### config.mk
export PLATFORM = sky130hd
export DESIGN_NAME = stpt_trip
export DESIGN_NICKNAME = d
export VERILOG_FILES = /design/src/rtl/stpt_pkg.sv /design/src/rtl/stpt_pole.sv /design/src/rtl/stpt_trip.sv
export VERILOG_INCLUDE_DIRS = /design/src /design/src/rtl
export SDC_FILE = /design/constraint.sdc
export NUM_CORES = 1
export LEC_CHECK = 0
export ABC_AREA = 1
export BUFFER_PORTS_ARGS = -buffer_cell sky130_fd_sc_hd__buf_2
export CORE_MARGIN = 1
export CORE_UTILIZATION = 45
export DETAILED_ROUTE_END_ITERATION = 12
export PLACE_DENSITY = 0.89
export REMOVE_ABC_BUFFERS = 1
export SLEW_MARGIN = 10
export SYNTH_ARGS = -nofsm -noshare
export SYNTH_HDL_FRONTEND = slang
export SYNTH_SLANG_ARGS = --single-unit
export TNS_END_PERCENT = 20
### constraint.sdc
create_clock -name clock_i -period 2 [get_ports clock_i]
set_clock_uncertainty 0.05 [all_clocks]
set_input_delay 0.4 -clock clock_i [delete_from_list [all_inputs] [get_ports clock_i]]
set_output_delay 0.4 -clock clock_i [all_outputs]
set_load 0.01 [all_outputs]
### src/rtl/stpt_regs.svh
// Purpose: Named constants of the single/three-phase pole trip block
// Assumes: Aux mask bit order as listed below, one bit per element
// Notes:   Aux element bit order and stage 1 select mask follow
`ifndef STPT_REGS_SVH
`define STPT_REGS_SVH

`define STPT_NPOLE       3
`define STPT_DIFF_W      3
`define STPT_DIFF_PH     0
`define STPT_DIFF_GND    1
`define STPT_DIFF_NEG    2
// Aux order: thermal, open phase, pole discord, ph toc1-3, ph ioc1-3,
// gnd toc1-3, gnd ioc1-3, neg toc1-3, neg ioc1-3, uv1-3, ov1-3,
// gnd ov1-2, uf1-3, of1-3, roc1-3
`define STPT_AUX_W       38
// Stage 1 of ground and negative sequence overcurrent (toc and ioc)
`define STPT_AUX_G1_SEL  38'h00_0004_9200
`define STPT_AUX_NONE    38'h00_0000_0000
`define STPT_DIFF_NONE   3'h0
`define STPT_POLE_NONE   3'h0
`define STPT_POLE_ALL    3'h7

`endif

### src/rtl/stpt_pkg.sv
// Purpose: Types of the pole trip block
// Assumes: Constants live in stpt_regs.svh
// Notes:   Configuration travels as one packed struct
`include "stpt_regs.svh"

package stpt_pkg;

   typedef struct packed {
      logic                      force_3ph;   // Force three-phase trip
      logic                      gdiff_1p;    // Single-phase trip, ground differential
      logic                      goc_1p;      // Single-phase trip, ground overcurrent
      logic                      fd_sup;      // Supervision by fault detector
      logic                      reduced;     // Single breaker trip variant
      logic [`STPT_DIFF_W-1:0]   diff_mask;
      logic [`STPT_AUX_W-1:0]    aux_mask;
   } stpt_cfg_s;

   typedef enum logic [1:0] {
      STPT_POLE_IDLE = 2'h1,
      STPT_POLE_TRIP = 2'h2
   } stpt_pole_e;

endpackage : stpt_pkg

### src/rtl/stpt_pole.sv
// Purpose: One single-phase pole trip sub-logic with its latch
// Assumes: All inputs are on clock_i
// Notes:   Clear beats set so a block is never overridden
`timescale 1ns/1ps
`default_nettype none

module stpt_pole (
   input  wire logic clock_i,
   input  wire logic rst_n_i,
   input  wire logic cmd_i,
   input  wire logic ready_i,
   input  wire logic sel_i,
   input  wire logic block_i,
   input  wire logic release_i,
   output logic      trip_o
);

   stpt_pkg::stpt_pole_e state_q;

   ////////////////////////////////////////////////////////////////////////
   always_ff @(posedge clock_i)
   begin
      if (!rst_n_i)
      begin
         state_q <= stpt_pkg::STPT_POLE_IDLE;
      end
      else
      begin
         case (state_q)
            stpt_pkg::STPT_POLE_IDLE:
            begin
               if (cmd_i && (sel_i || ready_i) && !block_i && !release_i)
               begin
                  state_q <= stpt_pkg::STPT_POLE_TRIP;
               end
            end
            stpt_pkg::STPT_POLE_TRIP:
            begin
               // Holds after the elements drop out
               if (block_i || release_i)
               begin
                  state_q <= stpt_pkg::STPT_POLE_IDLE;
               end
            end
            default:
            begin
               state_q <= stpt_pkg::STPT_POLE_IDLE;
            end
         endcase
      end
   end

   assign trip_o = (state_q == stpt_pkg::STPT_POLE_TRIP);

endmodule : stpt_pole

`default_nettype wire

### src/rtl/stpt_trip.sv
// Purpose: Pole level trip logic: masks, command, per-pole latches
// Assumes: Element pickups and block inputs are already on clock_i
// Notes:   Latched outputs lag their cause by one clock edge; trip_cmd_o and all_pole_ready_o are combinational
`timescale 1ns/1ps
`default_nettype none
`include "stpt_regs.svh"

module stpt_trip (
   input  wire logic                      clock_i,
   input  wire logic                      rst_n_i,
   input  wire logic                      cfg_we_i,
   input  wire stpt_pkg::stpt_cfg_s       cfg_i,
   output stpt_pkg::stpt_cfg_s            cfg_o,
   output logic                           gdiff_1p_eff_o,
   input  wire logic [`STPT_DIFF_W-1:0]   diff_trip_i,
   input  wire logic [`STPT_NPOLE-1:0]    diff_ph_pole_i,
   input  wire logic [`STPT_AUX_W-1:0]    aux_trip_i,
   input  wire logic                      scheme_trip_i,
   input  wire logic                      prog_trip_i,
   input  wire logic                      fault_det_i,
   input  wire logic [`STPT_NPOLE-1:0]    fault_pole_i,
   input  wire logic                      all_pole_ready_i,
   input  wire logic                      pole_a_block_in_i,
   input  wire logic                      pole_b_block_in_i,
   input  wire logic                      pole_c_block_in_i,
   input  wire logic                      general_trip_block_in_i,
   output logic                           trip_cmd_o,
   output logic                           all_pole_ready_o,
   output logic [`STPT_NPOLE-1:0]         pole_trip_o,
   output logic                           general_trip_o,
   output logic                           all_pole_trip_o,
   output logic                           breaker_trip_o
);

   stpt_pkg::stpt_cfg_s         cfg_q;
   logic                        all_q;
   logic                        brk_q;
   logic [`STPT_NPOLE-1:0]      pole_q;
   logic [`STPT_NPOLE-1:0]      pole_sel;
   logic [`STPT_NPOLE-1:0]      pole_blk;
   logic                        gdiff_1p_eff;
   logic                        diff_hit;
   logic                        aux_hit;
   logic                        aux_3p;
   logic                        gdiff_3p;
   logic                        ready;
   logic                        cmd;
   logic                        release_all;

   // Any enabled element asserting
   function automatic logic masked_any(input logic [`STPT_AUX_W-1:0] trips,
                                       input logic [`STPT_AUX_W-1:0] mask);
      masked_any = |(trips & mask);
   endfunction : masked_any

   ////////////////////////////////////////////////////////////////////////
   // Settings store
   always_ff @(posedge clock_i)
   begin
      if (!rst_n_i)
      begin
         cfg_q <= '0;
      end
      else if (cfg_we_i)
      begin
         cfg_q <= cfg_i;
      end
   end

   assign cfg_o          = cfg_q;
   // Stored value kept so software reads back what it wrote
   assign gdiff_1p_eff   = cfg_q.gdiff_1p && !cfg_q.force_3ph;
   assign gdiff_1p_eff_o = gdiff_1p_eff;

   ////////////////////////////////////////////////////////////////////////
   // Trip command and three-phase readiness
   assign diff_hit = masked_any({35'h0_0000_0000, diff_trip_i},
                                {35'h0_0000_0000, cfg_q.diff_mask});
   assign aux_hit  = masked_any(aux_trip_i, cfg_q.aux_mask);
   // Stage 1 ground overcurrent may stay single-phase when allowed
   assign aux_3p   = masked_any(aux_trip_i,
                                cfg_q.aux_mask & ~(cfg_q.goc_1p ? `STPT_AUX_G1_SEL
                                                                : `STPT_AUX_NONE));
   assign gdiff_3p = !gdiff_1p_eff &&
                     (diff_trip_i[`STPT_DIFF_GND] && cfg_q.diff_mask[`STPT_DIFF_GND] ||
                      diff_trip_i[`STPT_DIFF_NEG] && cfg_q.diff_mask[`STPT_DIFF_NEG]);
   assign cmd      = diff_hit || aux_hit || scheme_trip_i || prog_trip_i;
   assign ready    = all_pole_ready_i || cfg_q.force_3ph || aux_3p || gdiff_3p ||
                     prog_trip_i;
   assign trip_cmd_o       = cmd;
   assign all_pole_ready_o = ready;

   // Faulted phase picks the pole; phase differential adds its own pole
   assign pole_sel = fault_pole_i |
                     (cfg_q.diff_mask[`STPT_DIFF_PH] ? diff_ph_pole_i : `STPT_POLE_NONE);
   assign pole_blk = {pole_c_block_in_i, pole_b_block_in_i, pole_a_block_in_i};
   // Detector release only counts while supervision is on
   assign release_all = (cfg_q.fd_sup && !fault_det_i) || general_trip_block_in_i;

   ////////////////////////////////////////////////////////////////////////
   // Per-pole sub-logics, one trip command for all three
   for (genvar p = 0; p < `STPT_NPOLE; p++)
   begin : g_pole
      stpt_pole u_pole (
         .clock_i   (clock_i),
         .rst_n_i   (rst_n_i),
         .cmd_i     (cmd),
         .ready_i   (ready),
         .sel_i     (pole_sel[p]),
         .block_i   (pole_blk[p]),
         .release_i (release_all || cfg_q.reduced),
         .trip_o    (pole_q[p])
      );
   end

   ////////////////////////////////////////////////////////////////////////
   // Three-phase trip latch
   always_ff @(posedge clock_i)
   begin
      if (!rst_n_i)
      begin
         all_q <= 1'b0;
      end
      else if (release_all || cfg_q.reduced)
      begin
         all_q <= 1'b0;
      end
      else if (cmd && ready)
      begin
         all_q <= 1'b1;
      end
   end

   // Direct breaker trip of the reduced variant
   always_ff @(posedge clock_i)
   begin
      if (!rst_n_i)
      begin
         brk_q <= 1'b0;
      end
      else if (release_all || !cfg_q.reduced)
      begin
         brk_q <= 1'b0;
      end
      else if (cmd)
      begin
         brk_q <= 1'b1;
      end
   end

   assign pole_trip_o     = pole_q;
   assign all_pole_trip_o = all_q;
   assign breaker_trip_o  = brk_q;
   // A pole latch and the breaker latch are never set together
   assign general_trip_o  = brk_q || (|pole_q);

   ////////////////////////////////////////////////////////////////////////
   // Checks
   a_all_poles_trip: assert property (@(posedge clock_i) disable iff (!rst_n_i)
      cmd && ready && !release_all && !cfg_q.reduced && pole_blk == `STPT_POLE_NONE
      |=> pole_trip_o == `STPT_POLE_ALL && all_pole_trip_o && general_trip_o)
      else $error("Ready trip did not open all poles");

   a_single_pole: assert property (@(posedge clock_i) disable iff (!rst_n_i)
      cmd && !ready && pole_sel == 3'h1 && !release_all && !cfg_q.reduced && !all_q &&
      pole_blk == `STPT_POLE_NONE && pole_q == `STPT_POLE_NONE
      |=> pole_trip_o == 3'h1 && !all_pole_trip_o)
      else $error("Single pole trip wrong");

   a_pole_block: assert property (@(posedge clock_i) disable iff (!rst_n_i)
      pole_a_block_in_i |=> !pole_trip_o[0])
      else $error("Blocked pole tripped");

   a_latch_hold: assert property (@(posedge clock_i) disable iff (!rst_n_i)
      pole_q[1] && !release_all && !pole_b_block_in_i && !cfg_q.reduced
      |=> pole_trip_o[1])
      else $error("Pole trip dropped without release");

   a_detector_release: assert property (@(posedge clock_i) disable iff (!rst_n_i)
      cfg_q.fd_sup && !fault_det_i
      |=> pole_trip_o == `STPT_POLE_NONE && !all_pole_trip_o && !breaker_trip_o)
      else $error("Detector release ignored");

   a_block_release: assert property (@(posedge clock_i) disable iff (!rst_n_i)
      pole_q[2] ##1 pole_c_block_in_i |=> !pole_trip_o[2])
      else $error("Pole block did not release latch");

   a_reduced_model: assert property (@(posedge clock_i) disable iff (!rst_n_i)
      cfg_q.reduced && $past(cfg_q.reduced)
      |-> pole_trip_o == `STPT_POLE_NONE && !all_pole_trip_o)
      else $error("Pole outputs active in reduced variant");

   a_force_gdiff: assert property (@(posedge clock_i) disable iff (!rst_n_i)
      cfg_q.force_3ph |-> !gdiff_1p_eff_o)
      else $error("Ground differential single-phase left enabled");

   a_mask_blocks: assert property (@(posedge clock_i) disable iff (!rst_n_i)
      (aux_trip_i & cfg_q.aux_mask) == `STPT_AUX_NONE &&
      (diff_trip_i & cfg_q.diff_mask) == `STPT_DIFF_NONE &&
      !scheme_trip_i && !prog_trip_i |-> !trip_cmd_o)
      else $error("Masked element made a trip command");

   a_general_block: assert property (@(posedge clock_i) disable iff (!rst_n_i)
      general_trip_block_in_i [*2]
      |-> !general_trip_o && !all_pole_trip_o && !breaker_trip_o)
      else $error("Trip output during general block");

   a_reset_defaults: assert property (@(posedge clock_i) disable iff (!rst_n_i)
      $rose(rst_n_i) |-> cfg_o == '0 && !general_trip_o && !all_pole_trip_o)
      else $error("State not cleared by reset");

endmodule : stpt_trip

`default_nettype wire

==> impl_metrics.toml, run 1 <==
[job]
maxCapViolCount = 0

[synth]
avgSynthCellArea_um2 = 6.52
synth-xor-area-share = 0
yosysMostFrequentCell = "nor2_1"
yosysSeqAreaShare = 0.441
yosys_warnings = 0
yosysTopAreaCell = "dfxtp_1"
synthSimpleGateAreaFrac = 0.376
synth_seq_cells = 54
netlist_area_um2 = 2450
synth_mux_area_frac = 0
yosysTopAreaCellShare = 0.441
synthDistinctLibCells = 18
ys.flop_type = "dfxtp_1"
synth.area.top_cells = "dfxtp_1, nor2_1, nand2_1, o21ai_1, inv_1"
synth.top_cells.by_count = "nor2_1, nand2_1, dfxtp_1, o21ai_1, inv_1"
synth_compound_area_frac = 0.118
synth_fa_ha_area_frac = 0
synth-edff-count = 0
synthCells = 376
synth_top_family_by_area = "simple AND/OR/NAND/NOR gates"
async_reset_ff_frac = 0

[detailed_routing]
drt-total-wl_um = 6770
ant_nets = 0
viasPerCell = 4.75
firstDrtPassIters = 4
vias = 2846
drt_iter0_markers = 124
drcViolationCount = 0
wl_per_cell_um = 11.3

[grt]
groute.usage.overall = 0.235
grt_pass1_vias = 2532
antenna_found_initial = 0
grt_pass1_wl_um = 10400
grt_max_degree = 44
grt_remaining_overflow = 0

[floorplan]
core_um2 = 5170
dieArea_um2 = 5750
die_w_um = 75.8
io_pins = 159
initial_core_util = 0.474
die_y_um = 75.8
num_rows = 26

[clock_tree]
numClockSinks = 54
numCtsBuffers = 5
tritoncts = "yes"
cts_buffer_depth = 2
htreeDepth = 2
clock_latency_ps = 300
clock-root-buffer = "clkbuf_8"
clk_pin_slew_worst_paths_ps = 100

[placed_design]
numPortBuffers = 158
dp_slack_ps = 155
dp.cells = 590
gp_congestion = 0.853
hpwl_um = 5300
post_dp_cell_area_um2 = 3290

[worst_setup_path]
crit_required_ps = 1550
cp_slowest_cell = "dfxtp_1"
end_kind = "primary output"
crit_top_cell = "nand2_1"
start_kind = "flip-flop"
max_stage_delay_ps = 340
crit_arrival_ps = 1430
crit_chain = "nand2_1 > nand2_1 > nor2_1 > nand2_1 > nor2_2 > nand3_4 > buf_2"
cp_max_fo = 6
worstSetupPathType = "flip-flop to primary output"

[final_layout]
final_nets = 632
fin_area_um2 = 3400
instances_no_fill = 599
drive_gt1_frac = 0.355
area.growth.synth_to_final_pct = 38.7
antenna_cells = 0
fillCellCount = 487

[sta]
fin_crit_ps = 1880
drv_slew = 0
relSlewSlack = 0.651
finalSetupViolCount = 0
worst_slew_pin_slew_ps = 522
hold_violations = 0
finalSetupTns_ps = 0
max_freq_mhz = 533
period_share = 0.938
postLayoutSetupSlackWorst_ps = 125

[power]
p_leak_nw = 1.92
ir_drop_uv = 364
power.density_nw_per_um2 = 676

[hold_path]
hp-class = "input port to flip-flop"

[status]
outcome = "finished, final reports clean"
## sequential cells by signal, summed over array words and instances (netlist names)
| register | cells |
|---|---|
| cfg_o | 46 |
| g_pole.u_pole.state_q | 6 |
| all_pole_trip_o | 1 |
| breaker_trip_o | 1 |
## per-stage QoR
step                utilization  power [mW]  hold WS (ps)
finish                    0.657        2.30           242
global route              0.657        2.43           245
CTS                       0.654        2.31           241
detailed placement        0.635        1.70           428
global placement          0.635        1.68           412
floorplan                     -        1.45           431
## cell usage in the layout (no fill, tap or decap), drive strengths merged
cell and count:
buf 162, nor2 124, nand2 91, dfxtp 54, o21ai 47, inv 21, a21oi 11, clkbuf 7
nand3 7, nand4 4, clkinv 1
## cell type report
class	count	area (µm²)	area share
inverter	21	78.8	0.0232
tap	70	87.6	0.0258
timing repair buffer	162	833	0.245
clock inverter	1	5.00	0.00147
multi-input combinational	284	1230	0.361
sequential	54	1080	0.318
clock buffer	7	86.3	0.0254
## routing by layer
layer	track usage	up-vias	share of wire	routed length (µm)
met3	0.0331	7	0.064	432
met2	0.447	118	0.51	3430
met5	0	-	0	0
met4	0.0597	0	0.0080	54
met1	0.273	1245	0.42	2850
li1	-	1476	-	-
## worst max-delay path: cells and delay by family, from the launching register on
kind | cells | cell delay (ps)
buffers and inverters | 1 | 160
DFF | 1 | 340
and+or+nand+nor | 6 | 630
## power breakdown
part / internal (mW) / switching [mW] / total, mW
logic: 0.214 / 0.268 / 0.482
registers: 1.15 / 0.0522 / 1.20
clock network: 0.280 / 0.336 / 0.617
## worst paths after layout
| path | from | endpoint | slack (ps) | cells after the start |
|---|---|---|---|---|
| worst min register to register | all_pole_trip_o | all_pole_trip_o | 450 | 2 |
| worst max register to register | cfg_o[31] | g_pole[0].u_pole.state_q[1] | 630 | 9 |
| worst min-delay path | pole_a_block_in_i | g_pole[0].u_pole.state_q[0] | 240 | 3 |
| worst max-delay path | cfg_o[31] | trip_cmd_o | 120 | 7 |
## cell families after synthesis
group,Yosys count
AND/OR/NAND/NOR,226
AO/OA/AOI/OAI,58
buffers and inverters,38
flip-flops,54
## what timing repair did
item | in CTS | in global routing
setup buffers | 0 | 1
cloned | 0 | 0
hold buffers | 0 | 0
pin swaps | 0 | 1
endpoints found under the setup margin | 1 | 1
gates resized for setup | 1 | 3
Note: power is estimated with default switching activity, not from simulation.
==> run 2: changes to the inputs <==
--- a/config.mk
+++ b/config.mk
@@ -9,9 +9,9 @@
 export ABC_AREA = 1
 export BUFFER_PORTS_ARGS = -buffer_cell sky130_fd_sc_hd__buf_2
 export CORE_MARGIN = 1
-export CORE_UTILIZATION = 45
+export CORE_UTILIZATION = 38
 export DETAILED_ROUTE_END_ITERATION = 12
-export PLACE_DENSITY = 0.89
+export PLACE_DENSITY = 0.8
 export REMOVE_ABC_BUFFERS = 1
 export SLEW_MARGIN = 10
 export SYNTH_ARGS = -nofsm -noshare
==> constraint.sdc (replaced) <==
create_clock -name clock_i -period 1.7 [get_ports clock_i]
set_clock_uncertainty 0.05 [all_clocks]
set_input_delay 0.34 -clock clock_i [delete_from_list [all_inputs] [get_ports clock_i]]
set_output_delay 0.34 -clock clock_i [all_outputs]
set_load 0.01 [all_outputs]
==> impl_metrics.toml, run 2 (synthesis gave the netlist of run 1 again) <==
[status]
outcome = "finished with violations"
failed_checks = "negative setup slack"

[grt]
groute.usage.overall = 0.218
grt_pass1_vias = 2582
antenna_found_initial = 0
grt_max_degree = 31
grt_pass1_wl_um = 11200
grt_remaining_overflow = 0

[job]
maxCapViolCount = 0

[sta]
drv_slew = 0
rsz0062_at_grt = "yes"
relSlewSlack = 0.780
postLayoutSetupSlackWorst_ps = -44.8
worst_slew_pin_slew_ps = 329
fin_crit_ps = 1740
hold_ws_ps = 186
max_freq_mhz = 573
finalSetupViolCount = 2
hold_violations = 0
period_share = 1.03

[hold_path]
hp-class = "input port to flip-flop"
hold_depth = 3
min_from = "pole_c_block_in_i"
min_to = "g_pole[2].u_pole.state_q[0]"

[worst_setup_path]
ff2ff_path_depth = 11
crit_top_cell = "nand2_1"
crit_required_ps = 1310
crit_arrival_ps = 1350
max_stage_delay_ps = 340
cp_slowest_cell = "dfxtp_1"
start_kind = "flip-flop"
r2r_start = "cfg_o[19]"
worstSetupPathType = "flip-flop to primary output"
rr_endpoint = "g_pole[0].u_pole.state_q[1]"
cp_max_fo = 3
crit_chain = "nand2_1 > nand2_1 > nor2_1 > nand2_1 > nor2_4 > nand3_2 > buf_6"
end_kind = "primary output"
rrSetupSlack_ps = 280

[final_layout]
layout_commonest_cell = "buf_2"
drive_gt1_frac = 0.444
fin_area_um2 = 3620
mostFrequentLayoutCells = "buf_2, nor2_1, nand2_1"
fin_util = 0.597
area.growth.synth_to_final_pct = 47.7
fillCellCount = 582
final_nets = 646
antenna_cells = 0
largest_reg_flops = 46

[clock_tree]
numCtsBuffers = 5
clock-root-buffer = "clkbuf_8"
numClockSinks = 54
clk_pin_slew_worst_paths_ps = 90
cts_buffer_depth = 2
clock_latency_ps = 300
htreeDepth = 2
tritoncts = "yes"

[detailed_routing]
firstDrtPassIters = 4
viasPerCell = 4.72
drt_iter0_markers = 92
ant_nets = 0
wl_per_cell_um = 12.0
drcViolationCount = 0
vias = 2915
drt-total-wl_um = 7390

[floorplan]
die_w_um = 82.3
initial_core_util = 0.404
dieArea_um2 = 6780
num_rows = 28
core_um2 = 6060
die_y_um = 82.3
io_pins = 159

[placed_design]
hpwl_um = 5650
numPortBuffers = 158
post_dp_cell_area_um2 = 3320
gp_congestion = 0.839

[power]
power_mw = 2.86
power.density_nw_per_um2 = 790
ir_drop_uv = 443
p_leak_nw = 2.01
[run 2: routing by layer]
layer	global-route usage	vias up	wire length [µm]
met5	0	-	0
met4	0.0825	0	141
li1	-	1498	-
met2	0.390	117	3680
met1	0.249	1282	3050
met3	0.0516	18	522
[run 2: cell type report]
type                       instances  area, µm²  area share
sequential                        54       1100       0.305
timing repair buffer             176        938       0.259
clock buffer                       8        110      0.0304
inverter                          21       78.8      0.0218
multi-input combinational        284       1290       0.358
tap                               75       93.8      0.0259
[run 2: critical path: cells and delay by family, from the launching register on]
family | cells | cell delay [ps]
buffers and inverters | 1 | 140
AND/OR/NAND/NOR | 6 | 580
flip-flops | 1 | 340
[run 2: per-stage QoR]
step	cells	setup slack [ps]	TNS (ps)
2_1_floorplan	359	414	0
3_3_place_gp	601	29.5	0
3_5_place_dp	601	21.8	0
4_1_cts	616	-62.6	-125
5_1_grt	618	-147	-258
6_report	618	-44.8	-74.3
[run 2: how the worst max path moves through the flow]
| stage | end | startpoint | slack, ps |
|---|---|---|---|
| 2_1_floorplan | all_pole_ready_o | cfg_o[45] | 410 |
| 3_3_place_gp | trip_cmd_o | prog_trip_i | 30 |
| 3_5_place_dp | trip_cmd_o | prog_trip_i | 20 |
| 4_1_cts | trip_cmd_o | cfg_o[19] | -60 |
| 5_1_grt | all_pole_ready_o | cfg_o[45] | -150 |
| 6_report | all_pole_ready_o | cfg_o[16] | -40 |
[run 2: what timing repair did]
action	CTS	global route
pin swaps	19	13
hold buffers	0	0
gates resized for setup	30	18
setup endpoints to repair	2	2
buffers inserted	7	2
[run 2: where the power goes]
| group | switching (mW) | internal (mW) | leakage, nW |
|---|---|---|---|
| clock network | 0.405 | 0.412 | 0.0575 |
| registers | 0.0613 | 1.35 | 0.453 |
| logic | 0.347 | 0.282 | 1.50 |
